## src/common/frc_map.svh

```systemverilog
// Register offsets, field positions, reset values and timing counts
`ifndef FRC_MAP_SVH
`define FRC_MAP_SVH

// Register indices; byte address is four times the index
`define FRC_IDX_RATE_CFG     12'h3F7
`define FRC_IDX_RATE_STAT    12'h3F4
`define FRC_IDX_DATA         12'h3F5
`define FRC_IDX_OUT_CTL      12'h3F2
`define FRC_IDX_MODE_CFG     12'h3F0
`define FRC_IDX_STAT0        12'h3E0
`define FRC_IDX_STAT1        12'h3E1
`define FRC_IDX_IRQ_STAT     12'h3E4
`define FRC_IDX_IRQ_MASK     12'h3E5

// Rate select field and its reset (250 Kbps)
`define FRC_RATE_LSB         0
`define FRC_RATE_MSB         1
`define FRC_RATE_RESET       2'h2
`define FRC_RATE_500K        2'h0
`define FRC_RATE_300K        2'h1
`define FRC_RATE_250K        2'h2
`define FRC_RATE_1M          2'h3
`define FRC_PRECOMP_BIT      2
`define FRC_SWRST_BIT        7
`define FRC_CORE_RUN_BIT     2
`define FRC_MODE_LSB         2
`define FRC_MODE_MSB         3

// Status byte 0 fields
`define FRC_ST0_CODE_MSB     7
`define FRC_ST0_CODE_LSB     6
`define FRC_ST0_SEEK         5
`define FRC_ST0_FAULT        4
`define FRC_ST0_HEAD         2

// Status byte 1 fields
`define FRC_ST1_TRACK_END    7
`define FRC_ST1_CRC          5
`define FRC_ST1_OVERRUN      4
`define FRC_ST1_NO_DATA      2
`define FRC_ST1_WPROT        1
`define FRC_ST1_NO_MARK      0

// Interrupt status bits
`define FRC_IRQ_RESULT       0
`define FRC_IRQ_SEEK         1
`define FRC_IRQ_FAULT        2
`define FRC_IRQ_W            3

// Completion codes
`define FRC_CODE_NORMAL      2'h0
`define FRC_CODE_FAILED      2'h1
`define FRC_CODE_INVALID     2'h2
`define FRC_CODE_POLLING     2'h3

// Search limits
`define FRC_RECAL_STEPS      80
`define FRC_INDEX_LIMIT      2

`endif

```

## src/common/frc_pkg.sv

```systemverilog
// Types shared by the rate control and result status block
`default_nettype none
package frc_pkg;

   typedef enum logic [1:0] {
      FRC_MODE_AT    = 2'h3,
      FRC_MODE_LATER = 2'h2,
      FRC_MODE_THIRD = 2'h0
   } frc_mode_t;

   typedef enum logic [2:0] {
      FRC_CMD_OTHER   = 3'h0,
      FRC_CMD_SEEK    = 3'h1,
      FRC_CMD_REL     = 3'h2,
      FRC_CMD_RECAL   = 3'h3,
      FRC_CMD_RD_DATA = 3'h4,
      FRC_CMD_WR_DATA = 3'h5,
      FRC_CMD_FORMAT  = 3'h6,
      FRC_CMD_READ_ID = 3'h7
   } frc_cmd_t;

   // Result phase sequencing, Gray along idle-exec-result
   typedef enum logic [1:0] {
      FRC_PH_IDLE   = 2'h0,
      FRC_PH_EXEC   = 2'h1,
      FRC_PH_RESULT = 2'h3
   } frc_phase_t;

   // Command start descriptor from the command engine
   typedef struct packed {
      frc_cmd_t   cmd;
      logic       head;
      logic [1:0] drive;
   } frc_start_t;

   // One-cycle event pulses from the execution engine
   typedef struct packed {
      logic sector_past_end;
      logic crc_fault;
      logic overrun;
      logic sector_missing;
      logic sector_seq_bad;
      logic data_mark_missing;
      logic step_outward_past_zero;
      logic step_pulse;
   } frc_evt_t;

endpackage
`default_nettype wire

```

## src/frc_top.sv

```systemverilog
// Rate configuration, density pin and result status bytes with AHB-Lite
`default_nettype none
`include "frc_map.svh"

//////////////////////////////////////////////////////////////////////////////
// Summary of operation
// - Write-only rate register at index 3F7, rate field resets to 10.
// - Third mode stores precomp flag in bit 2, read on rate status bit 2.
// - Density pin high on hardware reset, untouched by software resets.
// - Result phase data reads return the status bytes of last command.
// - Status 0 bits 7:6 hold completion code 00,01,10,11.
// - Status 0 bit 5 set when seek, relative seek or recalibrate ends.
// - Status 0 bit 4 on 80 steps without track zero or outward overstep.
// - Status 0 bit 3 zero, bit 2 head, bits 1:0 drive number.
// - Status 1 bit 7 on sector past end or data command without end.
// - Status 1 bit 5 set on ID or data field CRC failure.
// - Status 1 bit 4 set on overrun or underrun.
// - Status 1 bit 2 on missing sector, bad ID or wrong sequence.
// - Status 1 bit 1 when write protect high during write or format.
// - Status 1 bit 0: no ID mark in two index pulses, or no data mark.
// - Compatibility mode comes from the interface mode bits 3:2.
// - Rate bits survive software reset, hardware reset gives 250 Kbps.
module frc_top #(
   parameter int RECAL_STEPS = `FRC_RECAL_STEPS
) (
   // Clock and reset
   input  wire logic               MCLK_I,
   input  wire logic               RESET_N_I,
   // AHB-Lite slave
   input  wire logic               HSEL_I,
   input  wire logic [31:0]        HADDR_I,
   input  wire logic [1:0]         HTRANS_I,
   input  wire logic               HWRITE_I,
   input  wire logic [2:0]         HSIZE_I,
   input  wire logic [31:0]        HWDATA_I,
   input  wire logic               HREADY_I,
   output logic [31:0]             HRDATA_O,
   output logic                    HREADYOUT_O,
   output logic                    HRESP_O,
   // Command engine
   input  wire logic               CMD_START_I,
   input  wire frc_pkg::frc_start_t CMD_INFO_I,
   input  wire logic               CMD_END_I,
   input  wire logic [1:0]         CMD_CODE_I,
   input  wire frc_pkg::frc_evt_t  EVT_I,
   // Drive pins
   input  wire logic               TRACK_ZERO_PIN_I,
   input  wire logic               INDEX_PULSE_PIN_I,
   input  wire logic               WRITE_PROTECT_PIN_I,
   input  wire logic               TRANSFER_END_SIGNAL_I,
   // Outputs
   output logic                    DENSITY_SELECT_PIN_O,
   output logic [1:0]              RATE_SELECT_O,
   output logic                    CORE_RESET_O,
   output logic                    IRQ_O
);

   initial
      if (RECAL_STEPS < 1 || RECAL_STEPS > 255)
         $error("RECAL_STEPS out of range");

   //////////////////////////////////////////////////////////////////////////
   // Functions

   // Byte address of a register index
   function automatic logic [13:0] reg_addr(input logic [11:0] idx);
      reg_addr = {idx, 2'h0};
   endfunction

   // High density rates: 500 Kbps and 1 Mbps
   function automatic logic is_high_rate(input logic [1:0] r);
      is_high_rate = r == `FRC_RATE_500K || r == `FRC_RATE_1M;
   endfunction

   // Pin level for a rate in a given mode; active high only in AT mode
   function automatic logic density_level(input logic [1:0] r,
                                          input frc_pkg::frc_mode_t m);
      density_level = (m == frc_pkg::FRC_MODE_AT) ? is_high_rate(r)
                                                  : !is_high_rate(r);
   endfunction

   //////////////////////////////////////////////////////////////////////////
   // AHB-Lite slave: zero wait state, reads registered in the address phase

   logic              dp_write, acc, acc_rd, acc_wr, rd_data;
   logic [13:0]       dp_addr, a_addr;
   logic              wr_rate, wr_rstat, wr_out, wr_mode, wr_istat, wr_imask;
   logic [31:0]       next_rdata;
   assign acc    = HSEL_I && HREADY_I && HTRANS_I[1];
   assign acc_rd = acc && !HWRITE_I;
   assign acc_wr = acc && HWRITE_I;
   assign a_addr = HADDR_I[13:0];
   assign HREADYOUT_O = 1'b1;
   assign HRESP_O     = 1'b0;

   always_ff @(posedge MCLK_I) begin
      if (!RESET_N_I) begin
         dp_write <= 1'b0;
         dp_addr  <= 14'h0000;
      end else begin
         dp_write <= acc_wr;
         dp_addr  <= a_addr;
      end
   end

   assign wr_rate  = dp_write && dp_addr == reg_addr(`FRC_IDX_RATE_CFG);
   assign wr_rstat = dp_write && dp_addr == reg_addr(`FRC_IDX_RATE_STAT);
   assign wr_out   = dp_write && dp_addr == reg_addr(`FRC_IDX_OUT_CTL);
   assign wr_mode  = dp_write && dp_addr == reg_addr(`FRC_IDX_MODE_CFG);
   assign wr_istat = dp_write && dp_addr == reg_addr(`FRC_IDX_IRQ_STAT);
   assign wr_imask = dp_write && dp_addr == reg_addr(`FRC_IDX_IRQ_MASK);
   assign rd_data  = acc_rd && a_addr == reg_addr(`FRC_IDX_DATA);

   //////////////////////////////////////////////////////////////////////////
   // Mode, rate, precompensation, density pin

   frc_pkg::frc_mode_t mode;
   logic [1:0]         rate, new_rate;
   logic               precomp_off_flag, density_select_pin;
   logic               core_run, sw_pulse, soft_rst;
   always_ff @(posedge MCLK_I)
      if (!RESET_N_I)
         mode <= frc_pkg::FRC_MODE_AT;
      else if (wr_mode)
         mode <= frc_pkg::frc_mode_t'(
                 HWDATA_I[`FRC_MODE_MSB:`FRC_MODE_LSB]);
   // Either register write sets the one rate state
   assign new_rate = HWDATA_I[`FRC_RATE_MSB:`FRC_RATE_LSB];
   always_ff @(posedge MCLK_I)
      if (!RESET_N_I)
         rate <= `FRC_RATE_RESET;
      else if (wr_rate || wr_rstat)
         rate <= new_rate;
   // Only the third mode stores the flag; no functional effect
   always_ff @(posedge MCLK_I)
      if (!RESET_N_I)
         precomp_off_flag <= 1'b0;
      else if (wr_rate && mode == frc_pkg::FRC_MODE_THIRD)
         precomp_off_flag <= HWDATA_I[`FRC_PRECOMP_BIT];
   // Driven high by hardware reset only; follows rate writes after that
   always_ff @(posedge MCLK_I)
      if (!RESET_N_I)
         density_select_pin <= 1'b1;
      else if (wr_rate || wr_rstat)
         density_select_pin <= density_level(new_rate, mode);
   // Output control reset is held by software; status reset self-clears
   always_ff @(posedge MCLK_I)
      if (!RESET_N_I)
         core_run <= 1'b0;
      else if (wr_out)
         core_run <= HWDATA_I[`FRC_CORE_RUN_BIT];
   always_ff @(posedge MCLK_I)
      if (!RESET_N_I)
         sw_pulse <= 1'b0;
      else
         sw_pulse <= wr_rstat && HWDATA_I[`FRC_SWRST_BIT];
   assign soft_rst = !core_run || sw_pulse;

   //////////////////////////////////////////////////////////////////////////
   // Command phase tracking

   frc_pkg::frc_phase_t phase;
   frc_pkg::frc_cmd_t   cmd;
   logic                res_ptr;

   always_ff @(posedge MCLK_I) begin
      if (!RESET_N_I || soft_rst) begin
         phase   <= frc_pkg::FRC_PH_IDLE;
         res_ptr <= 1'b0;
      end else begin
         case (phase)
            frc_pkg::FRC_PH_IDLE:
               if (CMD_START_I)
                  phase <= frc_pkg::FRC_PH_EXEC;
            frc_pkg::FRC_PH_EXEC: begin
               if (CMD_END_I) begin
                  phase   <= frc_pkg::FRC_PH_RESULT;
                  res_ptr <= 1'b0;
               end
            end
            frc_pkg::FRC_PH_RESULT: begin
               if (rd_data) begin
                  res_ptr <= !res_ptr;
                  if (res_ptr) begin
                     phase <= frc_pkg::FRC_PH_IDLE;
                  end
               end else if (CMD_START_I) begin
                  phase <= frc_pkg::FRC_PH_EXEC;
               end
            end
            default:
               phase <= frc_pkg::FRC_PH_IDLE;
         endcase
      end
   end

   always_ff @(posedge MCLK_I)
      if (!RESET_N_I)
         cmd <= frc_pkg::FRC_CMD_OTHER;
      else if (CMD_START_I)
         cmd <= CMD_INFO_I.cmd;

   //////////////////////////////////////////////////////////////////////////
   // Search counters: recalibrate steps and index pulses

   logic       exec, index_d, index_rise, end_seen, wr_cmd;
   logic [7:0] step_cnt;
   logic [1:0] index_cnt;
   assign exec       = phase == frc_pkg::FRC_PH_EXEC;
   assign index_rise = INDEX_PULSE_PIN_I && !index_d;
   assign wr_cmd     = cmd == frc_pkg::FRC_CMD_WR_DATA ||
                       cmd == frc_pkg::FRC_CMD_FORMAT;
   always_ff @(posedge MCLK_I)
      if (!RESET_N_I)
         index_d <= 1'b0;
      else
         index_d <= INDEX_PULSE_PIN_I;
   always_ff @(posedge MCLK_I) begin
      if (!RESET_N_I || soft_rst || CMD_START_I) begin
         step_cnt  <= 8'h00;
         index_cnt <= 2'h0;
         end_seen  <= 1'b0;
      end else if (exec) begin
         if (EVT_I.step_pulse && cmd == frc_pkg::FRC_CMD_RECAL &&
             step_cnt != RECAL_STEPS[7:0])
            step_cnt <= step_cnt + 8'h01;
         if (index_rise && index_cnt != 2'(`FRC_INDEX_LIMIT))
            index_cnt <= index_cnt + 2'h1;
         if (TRANSFER_END_SIGNAL_I)
            end_seen <= 1'b1;
      end
   end

   //////////////////////////////////////////////////////////////////////////
   // Status bytes

   logic [1:0] code, drive;
   logic       head, seek_done_flag, equipment_fault_flag, track_end_flag;
   logic       crc_fault_flag, overrun_flag, sector_missing_flag;
   logic       write_protect_fault, mark_missing_flag;
   logic [7:0] stat0, stat1;
   logic       seek_cmd, data_cmd, fault_set;
   assign seek_cmd = cmd == frc_pkg::FRC_CMD_SEEK ||
                     cmd == frc_pkg::FRC_CMD_REL ||
                     cmd == frc_pkg::FRC_CMD_RECAL;
   assign data_cmd = cmd == frc_pkg::FRC_CMD_RD_DATA ||
                     cmd == frc_pkg::FRC_CMD_WR_DATA;
   assign fault_set = exec &&
      ((cmd == frc_pkg::FRC_CMD_RECAL && step_cnt == RECAL_STEPS[7:0] &&
        !TRACK_ZERO_PIN_I) ||
       (cmd == frc_pkg::FRC_CMD_REL && EVT_I.step_outward_past_zero));

   always_ff @(posedge MCLK_I) begin
      if (!RESET_N_I || soft_rst) begin
         head  <= 1'b0;
         drive <= 2'h0;
         code  <= `FRC_CODE_NORMAL;
      end else if (CMD_START_I) begin
         head  <= CMD_INFO_I.head;
         drive <= CMD_INFO_I.drive;
      end else if (exec && CMD_END_I) begin
         code <= CMD_CODE_I;
      end
   end

   always_ff @(posedge MCLK_I) begin
      if (!RESET_N_I || soft_rst || CMD_START_I) begin
         seek_done_flag       <= 1'b0;
         equipment_fault_flag <= 1'b0;
      end else begin
         if (exec && CMD_END_I && seek_cmd)
            seek_done_flag <= 1'b1;
         if (fault_set)
            equipment_fault_flag <= 1'b1;
      end
   end

   always_ff @(posedge MCLK_I) begin
      if (!RESET_N_I || soft_rst || CMD_START_I) begin
         track_end_flag      <= 1'b0;
         crc_fault_flag      <= 1'b0;
         overrun_flag        <= 1'b0;
         sector_missing_flag <= 1'b0;
         write_protect_fault <= 1'b0;
         mark_missing_flag   <= 1'b0;
      end else if (exec) begin
         if (EVT_I.sector_past_end ||
             (CMD_END_I && data_cmd && !end_seen &&
              !TRANSFER_END_SIGNAL_I))
            track_end_flag <= 1'b1;
         if (EVT_I.crc_fault)
            crc_fault_flag <= 1'b1;
         if (EVT_I.overrun)
            overrun_flag <= 1'b1;
         if ((EVT_I.sector_missing &&
              cmd == frc_pkg::FRC_CMD_RD_DATA) ||
             (EVT_I.crc_fault && cmd == frc_pkg::FRC_CMD_READ_ID) ||
             EVT_I.sector_seq_bad)
            sector_missing_flag <= 1'b1;
         if (WRITE_PROTECT_PIN_I && wr_cmd)
            write_protect_fault <= 1'b1;
         if (index_cnt == 2'(`FRC_INDEX_LIMIT) ||
             EVT_I.data_mark_missing)
            mark_missing_flag <= 1'b1;
      end
   end

   always_comb begin
      stat0 = 8'h00;
      stat0[`FRC_ST0_CODE_MSB:`FRC_ST0_CODE_LSB] = code;
      stat0[`FRC_ST0_SEEK]  = seek_done_flag;
      stat0[`FRC_ST0_FAULT] = equipment_fault_flag;
      stat0[`FRC_ST0_HEAD]  = head;
      stat0[1:0]            = drive;
   end

   always_comb begin
      stat1 = 8'h00;
      stat1[`FRC_ST1_TRACK_END] = track_end_flag;
      stat1[`FRC_ST1_CRC]       = crc_fault_flag;
      stat1[`FRC_ST1_OVERRUN]   = overrun_flag;
      stat1[`FRC_ST1_NO_DATA]   = sector_missing_flag;
      stat1[`FRC_ST1_WPROT]     = write_protect_fault;
      stat1[`FRC_ST1_NO_MARK]   = mark_missing_flag;
   end

   //////////////////////////////////////////////////////////////////////////
   // Interrupts: sticky, write one to clear, set wins

   logic [`FRC_IRQ_W-1:0] irq_stat, irq_mask;
   logic [`FRC_IRQ_W-1:0] irq_set, irq_clr;
   assign irq_set = {fault_set,
                     exec && CMD_END_I && seek_cmd,
                     exec && CMD_END_I};
   assign irq_clr = wr_istat ? HWDATA_I[`FRC_IRQ_W-1:0]
                             : {`FRC_IRQ_W{1'b0}};

   always_ff @(posedge MCLK_I)
      if (!RESET_N_I)
         irq_stat <= {`FRC_IRQ_W{1'b0}};
      else
         irq_stat <= (irq_stat & ~irq_clr) | irq_set;
   always_ff @(posedge MCLK_I)
      if (!RESET_N_I)
         irq_mask <= {`FRC_IRQ_W{1'b0}};
      else if (wr_imask)
         irq_mask <= HWDATA_I[`FRC_IRQ_W-1:0];
   assign IRQ_O = |(irq_stat & irq_mask);

   //////////////////////////////////////////////////////////////////////////
   // Read data mux; rate register reads as zero

   always_comb begin
      next_rdata = 32'h0000_0000;
      if (acc_rd) begin
         case (a_addr)
            reg_addr(`FRC_IDX_RATE_STAT): begin
               next_rdata[`FRC_RATE_MSB:`FRC_RATE_LSB] = rate;
               if (mode == frc_pkg::FRC_MODE_THIRD) begin
                  next_rdata[`FRC_PRECOMP_BIT] = precomp_off_flag;
               end
            end
            reg_addr(`FRC_IDX_DATA): begin
               if (phase == frc_pkg::FRC_PH_RESULT) begin
                  next_rdata[7:0] = res_ptr ? stat1 : stat0;
               end
            end
            reg_addr(`FRC_IDX_OUT_CTL):
               next_rdata[`FRC_CORE_RUN_BIT] = core_run;
            reg_addr(`FRC_IDX_MODE_CFG):
               next_rdata[`FRC_MODE_MSB:`FRC_MODE_LSB] = mode;
            reg_addr(`FRC_IDX_STAT0):
               next_rdata[7:0] = stat0;
            reg_addr(`FRC_IDX_STAT1):
               next_rdata[7:0] = stat1;
            reg_addr(`FRC_IDX_IRQ_STAT):
               next_rdata[`FRC_IRQ_W-1:0] = irq_stat;
            reg_addr(`FRC_IDX_IRQ_MASK):
               next_rdata[`FRC_IRQ_W-1:0] = irq_mask;
            default:
               next_rdata = 32'h0000_0000;
         endcase
      end
   end
   always_ff @(posedge MCLK_I)
      if (!RESET_N_I)
         HRDATA_O <= 32'h0000_0000;
      else if (acc_rd)
         HRDATA_O <= next_rdata;
   assign DENSITY_SELECT_PIN_O = density_select_pin;
   assign RATE_SELECT_O        = rate;
   assign CORE_RESET_O         = soft_rst;

endmodule
`default_nettype wire

```

## config.mk

```make
export PLATFORM = sky130hd
export DESIGN_NAME = frc_top
export DESIGN_NICKNAME = d
export VERILOG_FILES = /design/src/common/frc_pkg.sv /design/src/frc_top.sv
export VERILOG_INCLUDE_DIRS = /design/src /design/src/common
export SDC_FILE = /design/constraint.sdc
export NUM_CORES = 1
export LEC_CHECK = 0
export BUFFER_PORTS_ARGS = -buffer_cell sky130_fd_sc_hd__buf_2
export CAP_MARGIN = 10
export CELL_PAD_IN_SITES_DETAIL_PLACEMENT = 0
export CELL_PAD_IN_SITES_GLOBAL_PLACEMENT = 2
export CORE_UTILIZATION = 24
export CTS_BUF_LIST = sky130_fd_sc_hd__clkbuf_16
export DETAILED_ROUTE_END_ITERATION = 7
export HOLD_SLACK_MARGIN = 0.15
export PLACE_DENSITY = 0.71
export SYNTH_ARGS = -nofsm -noshare
export SYNTH_HDL_FRONTEND = slang
export SYNTH_SLANG_ARGS = --single-unit
```

## constraint.sdc

```tcl
create_clock -name MCLK_I -period 1.6 [get_ports MCLK_I]
set_clock_uncertainty 0.2 [all_clocks]
set_input_delay 0.24 -clock MCLK_I [delete_from_list [all_inputs] [get_ports MCLK_I]]
set_output_delay 0.24 -clock MCLK_I [all_outputs]
set_load 0.02 [all_outputs]
```

# Yosys cells after proc, flatten, opt, wreduce, memory -nomap -nowiden
# Index checks and enable logic that the tools add are counted.
[op_classes]
addsub = 2
n_eq_ne = 32
mux = 17
bitwise = 5
n_reduce_logical = 69
[ops]
columns = ["operator", "count"]
rows = [
  ["14-bit by 12-bit equality test with 1-bit output, second input constant", 14],
  ["1-bit logical AND", 29],
  ["2-bit AND reduction", 11],
  ["8-bit 2-to-1 mux", 2],
  ["1-bit logical OR", 14],
  ["3-bit equality test, second input constant", 4],
  ["2-bit one-hot mux with 6 select lines", 1],
  ["4-bit one-hot mux with 3 select lines", 1],
  ["1-bit logical NOT", 9],
  ["8-bit by 1-bit adder with 8-bit output, second input constant", 1],
  ["2-bit equality test, second input constant", 4],
  ["8-bit by 7-bit equality test with 1-bit output, second input constant", 1],
  ["2-bit 2-to-1 mux", 4],
  ["8-bit by 7-bit != test with 1-bit output, second input constant", 1],
  ["1-bit one-hot mux with 8 select lines", 1],
  ["3-bit bitwise AND", 2],
  ["3-bit by 2-bit equality test with 1-bit output, second input constant", 2],
  ["2-bit logical NOT", 3],
  ["2-bit != test, second input constant", 3],
  ["2-bit one-hot mux with 3 select lines", 1],
  ["1-bit 2-to-1 mux", 4],
  ["1-bit one-hot mux with 2 select lines", 2],
  ["3-bit by 1-bit equality test with 1-bit output, second input constant", 1],
  ["3-bit 2-to-1 mux", 1],
  ["other kinds (9)", 9],
]
[totals]
reg_bits = 68
output_inout_bits = 39
word_cells = 154

# Logic depth before layout (Yosys ltp)
# Gate-level depths: netlist of run 1.
[depth]
depth_word = 7
depth_mapped = 7

# Worst setup path before layout of run 1
# Ideal clock, no wire load.
[synth_timing]
path_kind = "register to register"
from = "register step_cnt[0]"
to = "register step_cnt[1]"
setup_ps = 127
arrival_ps = 1435
required_ps = 1273
path_slack_ps = -163
path_stages_with_launch = 8
synth_period_minus_slack_ps = 1763
cell_sequence = "dfxtp_1 > inv_1 > ha_1 > nor4bb_1 > and3_1 > nor3_1 > mux2i_1 > nor2_1"
[synth_between]
elab_chain_cells = 3
[synth_lines]
columns = ["element", "line_no", "text"]
rows = [
  ["from (decl)", "frc_top.sv:207", "logic [7:0] step_cnt;"],
  ["from (signal assigned)", "frc_top.sv:226", "step_cnt <= step_cnt + 8'h01;"],
  ["parallel branches: the longest is 3 deep, another holds 8-bit by 1-bit adder with 8-bit output", "n/a", ""],
]
# Several ways; the timed one is not identified.
# A chain may end at the register's enable or synchronous reset.

# Final worst setup path of run 1
[layout_timing]
from = "register dp_addr[1]"
to = "register irq_mask[0]"
[layout_between]
elab_chain_cells = 2
[layout_lines]
columns = ["element", "line_no", "text"]
rows = [
  ["from (decl)", "frc_top.sv:86", "logic [13:0] dp_addr, a_addr;"],
  ["from (signal assigned)", "frc_top.sv:102", "dp_addr <= a_addr;"],
  ["14-bit by 12-bit equality test with 1-bit output", "frc_top.sv:111", "assign wr_imask = dp_write && dp_addr == reg_addr(`FRC_IDX_IRQ_MASK);"],
  ["1-bit logical AND", "frc_top.sv:111", ""],
  ["to (signal assigned)", "frc_top.sv:345", "irq_mask <= {`FRC_IRQ_W{1'b0}};"],
  ["to (signal assigned)", "frc_top.sv:347", "irq_mask <= HWDATA_I[`FRC_IRQ_W-1:0];"],
  ["to (decl)", "frc_top.sv:330", "logic [`FRC_IRQ_W-1:0] irq_stat, irq_mask;"],
]
# No other way between the ends.

==> flow_metrics.env, run 1 <==
export IMPL_io_buffers=59
export IMPL_cts_tree="yes"
export IMPL_setup_viol=17
export IMPL_syn_avg_cell_area_um2=8.76
export IMPL_report_final_slew_viol_count=0
export IMPL_grt_pass1_vias=3102
export IMPL_grt_usage_pct=14.3
export IMPL_critPathTopFamily="simple AND/OR/NAND/NOR gates"
export IMPL_cp_max_fo=6
export IMPL_layout_min_cycle_time_ns=1.75
export IMPL_row_count=42
export IMPL_ys_top_cells_by_area="dfxtp_1 (42%), buf_4 (6.0%), mux2i_1 (4.3%)"
export IMPL_whs_path_depth=4
export IMPL_path_depth=6
export IMPL_drt_initial_drc_count=123
export IMPL_dr_total_vias=3137
export IMPL_yosys_area_share_xor_xnor_pct=3.24
export IMPL_root_buffer="clkbuf_16"
export IMPL_post_route_worst_setup_slack_ns=-0.149
export IMPL_synthSimpleGateAreaFrac_pct=27.0
export IMPL_switchingPower_uw=917
export IMPL_synth_top_family_by_area="simple AND/OR/NAND/NOR gates"
export IMPL_gr_total_overflow=0
export IMPL_seq_power_share_pct=43.3
export IMPL_violations="setup timing"
export IMPL_period_share_pct=109
export IMPL_critPathLaunchType="flop"
export IMPL_start_util_pct=24.5
export IMPL_cp_startpoint="dp_addr[1]$_SDFF_PN0_"
export IMPL_die_area_um2=14000
export IMPL_ys_ff_latch=68
export IMPL_hold_path_class="in2reg"
export IMPL_max_freq_mhz=572
export IMPL_drive_gt1_share_pct=33.8
export IMPL_crit_type="reg2reg"
export IMPL_synth_async_reset_ratio_pct=0
export IMPL_dpl_worst_slack_ns=-0.253
export IMPL_grt_met1_usage_pct=18.2
export IMPL_grt_use_met2_pct=23.7
export IMPL_ys_seq_area_share_pct=41.9
export IMPL_p_comb_share_pct=10.2
export IMPL_peakVddDrop_mv=0.409
export IMPL_reg2reg_from="dp_addr[1]$_SDFF_PN0_"
export IMPL_p_leak_uw=0.00206
export IMPL_required_ns=1.67
export IMPL_antenna_cells=0
export IMPL_wl_per_cell_um=13.2
export IMPL_r2r_cells=6
export IMPL_yosys_area_share_adder_pct=1.16
export IMPL_end_kind="flop"
export IMPL_yosys_top_cells_count="dfxtp_1 (68), nor2_1 (33), nand2_1 (27)"
export IMPL_place_area_um2=4100
export IMPL_syn_inst=371
export IMPL_remaining_drc_errors=0
export IMPL_switching_share_pct=22.9
export IMPL_synth_ff_type="dfxtp_1"
export IMPL_cp_buffers_inverters=1
export IMPL_gp_congestion=0.860
export IMPL_fp_dieW_um=118
export IMPL_reg2reg_to="irq_mask[0]$_SDFFE_PN0P_"
export IMPL_yosysTopAreaCell="dfxtp_1"
export IMPL_cts_made_buffers=9
export IMPL_synth_cell_types=56
export IMPL_grt_use_met3_pct=3.62
export IMPL_coreArea_um2=13200
export IMPL_routed_wl_mm=9.38
export IMPL_yosysMostFrequentCell="dfxtp_1"
export IMPL_place_inst=649
export IMPL_max_stage_delay_ns=0.42
export IMPL_clock_latency_ns=0.33
export IMPL_cts_buffer_depth=2
export IMPL_ys_warn_count=0
export IMPL_clk_pin_slew_ns=0.05
export IMPL_p_int_uw=3090
export IMPL_layout_cells_non_filler=709
export IMPL_synth_compound_area_share_pct=13.1
export IMPL_maxCapViolations=0
export IMPL_synthMuxAreaShare_pct=4.66
export IMPL_finalNetCount=629
export IMPL_io_pins=135
export IMPL_synth_edf_count=0
export IMPL_rsz0062_at_grt="yes"
export IMPL_area_growth_pct=55.0
export IMPL_stdcell_area_um2=5040
export IMPL_syn_area_um2=3250
export IMPL_arrival_ns=1.82
export IMPL_clkPwrFrac_pct=46.5
export IMPL_synth_top_cell_area_share_pct=41.9
export IMPL_grt_first_pass_wirelength_mm=15.6
export IMPL_grt_antenna_before_repair=0
export IMPL_grt_start_max_net_pins=26
export IMPL_die_y_um=118
export IMPL_hold_violations=0
export IMPL_vias_per_cell=4.42
export IMPL_p_per_area_nw_per_um2=796
export IMPL_utilization_pct=38.0
export IMPL_drtAntennaViolNets=0
export IMPL_endpoint="irq_mask[0]$_SDFFE_PN0P_"
export IMPL_cp_slowest_cell="or3b_4"
export IMPL_clkSinkCount=68
export IMPL_status="finished, violations left"
export IMPL_first_pass_iters=4
export IMPL_hpwl_mm=6.98
export IMPL_busiest_layer="met2"
export IMPL_htreeDepth=3
export IMPL_path_cells="or3b_4, nor3_4, buf_4, and3_4, nand3_1, o21ai_1"
export IMPL_rrSetupSlack_ns=-0.15
==> layout make-up <==
cell class                      count  area, µm²
Inverter                           10       37.5
Multi-Input combinational cell    278       1920
Clock inverter                      5       46.3
Timing Repair Buffer              163       1210
Fill cell                        1380       8210
Sequential cell                    68       1370
Tap cell                          176        220
Clock buffer                        9        225
==> registers in the layout, summed over array words and instances (netlist names), 2 cells and up <==
| name | flops |
|---|---|
| HRDATA_O | 8 |
| RATE_SELECT_O | 2 |
| cmd | 3 |
| code | 2 |
| dp_addr | 14 |
| drive | 2 |
| index_cnt | 2 |
| irq_mask | 3 |
| irq_stat | 3 |
| mode | 2 |
| phase | 2 |
| step_cnt | 8 |
==> per-layer routing <==
metal / vias up / wire, µm
li1: 1578 / -
met1: 1473 / 4330
met2: 72 / 4470
met3: 14 / 436
met4: 0 / 136
met5: - / 0
==> kinds of logic after synthesis <==
kind of cell / after synthesis
AOI/OAI and AO/OA: 67
xor gates and xnor gates: 12
adders and majority gates: 3
buffers and inverters: 49
DFF: 68
muxes: 15
other: 2
and+or+nand+nor: 155
==> placed cells by master (no fill, tap or decap), types with 3 or more instances in the layout <==
master,n
xnor2_1,6
buf_2,58
nor2_1,32
nand3b_1,3
and3_1,7
o21ai_0,13
buf_4,60
clkbuf_16,9
nand2b_1,5
nand3_2,3
nand2_1,26
a31oi_1,4
nor3_4,3
buf_6,3
and3_4,4
nand3_1,11
nor2b_1,7
dlygate4sd3_1,40
a21oi_1,15
o211ai_1,5
dfxtp_2,7
and2_1,15
nand4_1,9
nor3_1,3
dfxtp_1,60
inv_1,9
o21ai_1,7
xor2_1,6
conb_1,26
mux2i_1,14
==> timing repair <==
item                       CTS  global route
setup buffers                2             4
hold endpoints to repair    48             0
gates resized for setup     32            17
hold buffers                40             0
setup endpoints to repair   30            32
pin swaps                   16            11
==> worst reg2reg max path, delay by kind of cell (launching register included) <==
family / cells / cell delay (ns)
compound gates: 1 / 0.09
flops: 1 / 0.31
buf+inv: 1 / 0.15
simple gates: 4 / 0.95
==> power groups by stage <==
stage               registers, µW  logic (µW)  clock network [µW]
floorplan                    1780         211                   0
global placement             1770         319                   0
detailed placement           1770         321                   0
CTS                          1740         403                1910
global route                 1740         446                2000
finish                       1740         409                1860
==> worst min-delay path by stage <==
| stage | endpoint | start | slack [ns] |
|---|---|---|---|
| 3_5_place_dp | equipment_fault_flag$_SDFFE_PP0P_ | equipment_fault_flag$_SDFFE_PP0P_ | 0.24 |
| 4_1_cts | irq_stat[2]$_SDFF_PN0_ | EVT_I[1] | 0.16 |
| 5_1_grt | equipment_fault_flag$_SDFFE_PP0P_ | EVT_I[1] | 0.18 |
| 3_3_place_gp | equipment_fault_flag$_SDFFE_PP0P_ | equipment_fault_flag$_SDFFE_PP0P_ | 0.24 |
| 2_1_floorplan | dp_write$_SDFF_PN0_ | HWRITE_I | 0.15 |
| 6_report | equipment_fault_flag$_SDFFE_PP0P_ | EVT_I[1] | 0.16 |
==> per-stage QoR <==
step | hold WS [ns] | TNS, ns | total power [µW]
floorplan | 0.154 | -0.108 | 1990
global route | 0.175 | -3.04 | 4180
CTS | 0.162 | -1.70 | 4050
finish | 0.161 | -1.46 | 4010
detailed placement | 0.239 | -4.34 | 2090
global placement | 0.236 | -3.66 | 2090
(Power assumes the default switching activity.)
==> run 2, diff against run 1 <==
--- a/config.mk
+++ b/config.mk
@@ -9,12 +9,12 @@
 export BUFFER_PORTS_ARGS = -buffer_cell sky130_fd_sc_hd__buf_2
 export CAP_MARGIN = 10
 export CELL_PAD_IN_SITES_DETAIL_PLACEMENT = 0
-export CELL_PAD_IN_SITES_GLOBAL_PLACEMENT = 2
-export CORE_UTILIZATION = 24
+export CELL_PAD_IN_SITES_GLOBAL_PLACEMENT = 1
+export CORE_UTILIZATION = 31
 export CTS_BUF_LIST = sky130_fd_sc_hd__clkbuf_16
 export DETAILED_ROUTE_END_ITERATION = 7
 export HOLD_SLACK_MARGIN = 0.15
-export PLACE_DENSITY = 0.71
+export PLACE_DENSITY = 0.72
 export SYNTH_ARGS = -nofsm -noshare
 export SYNTH_HDL_FRONTEND = slang
 export SYNTH_SLANG_ARGS = --single-unit
==> flow_metrics.env, run 2 (synthesis gave the netlist of run 1 again) <==
export IMPL_status="finished, violations left"
export IMPL_clkPwrFrac_pct=45.7
export IMPL_path_cells="a222oi_1, inv_1, buf_6"
export IMPL_path_depth=3
export IMPL_switching_share_pct=24.9
export IMPL_violations="setup timing"
export IMPL_rrSetupSlack_ns=-0.10
export IMPL_arrival_ns=1.29
export IMPL_stdcell_area_um2=4920
export IMPL_cts_buffer_depth=2
export IMPL_maxCapViolations=0
export IMPL_root_buffer="clkbuf_16"
export IMPL_layout_min_cycle_time_ns=1.73
export IMPL_critPathLaunchType="flop"
export IMPL_remaining_drc_errors=0
export IMPL_endpoint="IRQ_O"
export IMPL_coreArea_um2=10200
export IMPL_report_final_slew_viol_count=0
export IMPL_hold_ws_ns=0.159
export IMPL_critPathTopFamily="compound AO/OA/AOI/OAI gates"
export IMPL_hold_path_class="in2reg"
export IMPL_row_count=37
export IMPL_first_pass_iters=4
export IMPL_largest_registers="dp_addr x14, HRDATA_O x8, step_cnt x8"
export IMPL_rsz0062_at_grt="yes"
export IMPL_start_util_pct=31.7
export IMPL_finalNetCount=626
export IMPL_r2r_cells=5
export IMPL_hpwl_mm=6.24
export IMPL_setup_tns_ns=-0.907
export IMPL_cts_tree="yes"
export IMPL_cts_made_buffers=9
export IMPL_vias_per_cell=4.65
export IMPL_place_area_um2=3970
export IMPL_max_freq_mhz=579
export IMPL_hold_violations=0
export IMPL_htreeDepth=3
export IMPL_io_pins=135
export IMPL_largest_reg_flops=14
export IMPL_end_kind="primary output"
export IMPL_die_y_um=104
export IMPL_fillers=980
export IMPL_gr_total_overflow=0
export IMPL_antenna_cells=0
export IMPL_switchingPower_uw=985
export IMPL_die_area_um2=10900
export IMPL_grt_usage_pct=17.5
export IMPL_p_leak_uw=0.00199
export IMPL_reg2reg_to="mode[0]$_SDFFE_PN1P_"
export IMPL_grt_first_pass_wirelength_mm=15.1
export IMPL_fp_dieW_um=104
export IMPL_grt_antenna_before_repair=0
export IMPL_seq_power_share_pct=44.0
export IMPL_routed_wl_mm=8.94
export IMPL_cp_buffers_inverters=2
export IMPL_required_ns=1.16
export IMPL_cp_startpoint="irq_stat[1]$_SDFF_PN0_"
export IMPL_gp_congestion=0.895
export IMPL_cp_max_fo=3
export IMPL_period_share_pct=108
export IMPL_top_register="dp_addr"
export IMPL_io_buffers=59
export IMPL_drt_initial_drc_count=94
export IMPL_drive_gt1_share_pct=32.1
export IMPL_clk_pin_slew_ns=0.06
export IMPL_setup_viol=16
export IMPL_max_stage_delay_ns=0.39
export IMPL_dr_total_vias=3109
export IMPL_cp_slowest_cell="a222oi_1"
export IMPL_p_int_uw=2960
export IMPL_area_growth_pct=51.4
export IMPL_wl_per_cell_um=13.4
export IMPL_grt_start_max_net_pins=21
export IMPL_drtAntennaViolNets=0
export IMPL_multi_input_area_um2=1880
export IMPL_p_per_area_nw_per_um2=803
export IMPL_crit_type="reg2out"
export IMPL_clock_latency_ns=0.34
export IMPL_power_uw=3950
export IMPL_p_comb_share_pct=10.4
export IMPL_reg2reg_from="dp_addr[1]$_SDFF_PN0_"
export IMPL_grt_pass1_vias=3132
export IMPL_post_route_worst_setup_slack_ns=-0.128
export IMPL_final_common_cell="dfxtp_1"
export IMPL_regArea_um2=1370
export IMPL_peakVddDrop_mv=0.460
export IMPL_clkSinkCount=68
export IMPL_final_cell_mix="dfxtp_1 (61), buf_2 (58), buf_4 (53)"
export IMPL_dpl_worst_slack_ns=-0.190
## run 2: layout make-up
class | count | area share [%]
clock buffers | 9 | 4.58
clock inverters | 7 | 0.916
inverters | 10 | 0.763
multi-input cells | 278 | 38.1
flip-flops and latches | 68 | 27.9
well taps | 136 | 3.46
repair buffers | 160 | 24.2
## run 2: power by group through the flow
stage                     sequential [µW]  clock, µW  combinational (µW)
after floorplan                      1780          0                 211
after CTS                            1740       1840                 405
after global placement               1770          0                 306
after detailed placement             1770          0                 309
final                                1740       1800                 409
after global routing                 1740       1910                 447
## run 2: per-layer routing
layer,GRT usage (%),vias to the layer above,wire length [µm]
li1,-,1570,-
met1,22.2,1456,4210
met2,29.7,73,4270
met3,2.94,10,356
met4,6.12,0,105
met5,0,-,0
## run 2: repair_timing
item	in CTS	in global routing
setup buffers	3	3
gates resized for setup	28	16
hold buffers	48	0
setup endpoints to repair	21	31
endpoints found under the hold margin	47	0
pin swaps	15	19
## run 2: how the worst min path moves through the flow
stage / startpoint / to / slack (ns) / cells after the start
final: EVT_I[1] / equipment_fault_flag$_SDFFE_PP0P_ / 0.16 / 4
after global routing: EVT_I[1] / equipment_fault_flag$_SDFFE_PP0P_ / 0.17 / 4
after global placement: equipment_fault_flag$_SDFFE_PP0P_ / equipment_fault_flag$_SDFFE_PP0P_ / 0.23 / 2
after detailed placement: HRDATA_O[3]$_SDFFE_PN0P_ / HRDATA_O[3]$_SDFFE_PN0P_ / 0.25 / 2
after floorplan: HWRITE_I / dp_write$_SDFF_PN0_ / 0.15 / 2
after CTS: HWRITE_I / HRDATA_O[2]$_SDFFE_PN0P_ / 0.15 / 4
## run 2: tightest hold or removal path: stages
cell	delay [ns]
buf_2	0.10
nand2b_1	0.06
a21o_1	0.18
a21oi_2	0.07
## run 2: through the flow
stage	instances	utilization, %
after floorplan	395	-
after detailed placement	600	38.8
after CTS	667	47.3
after global routing	668	48.1
final	668	48.1
after global placement	600	38.8
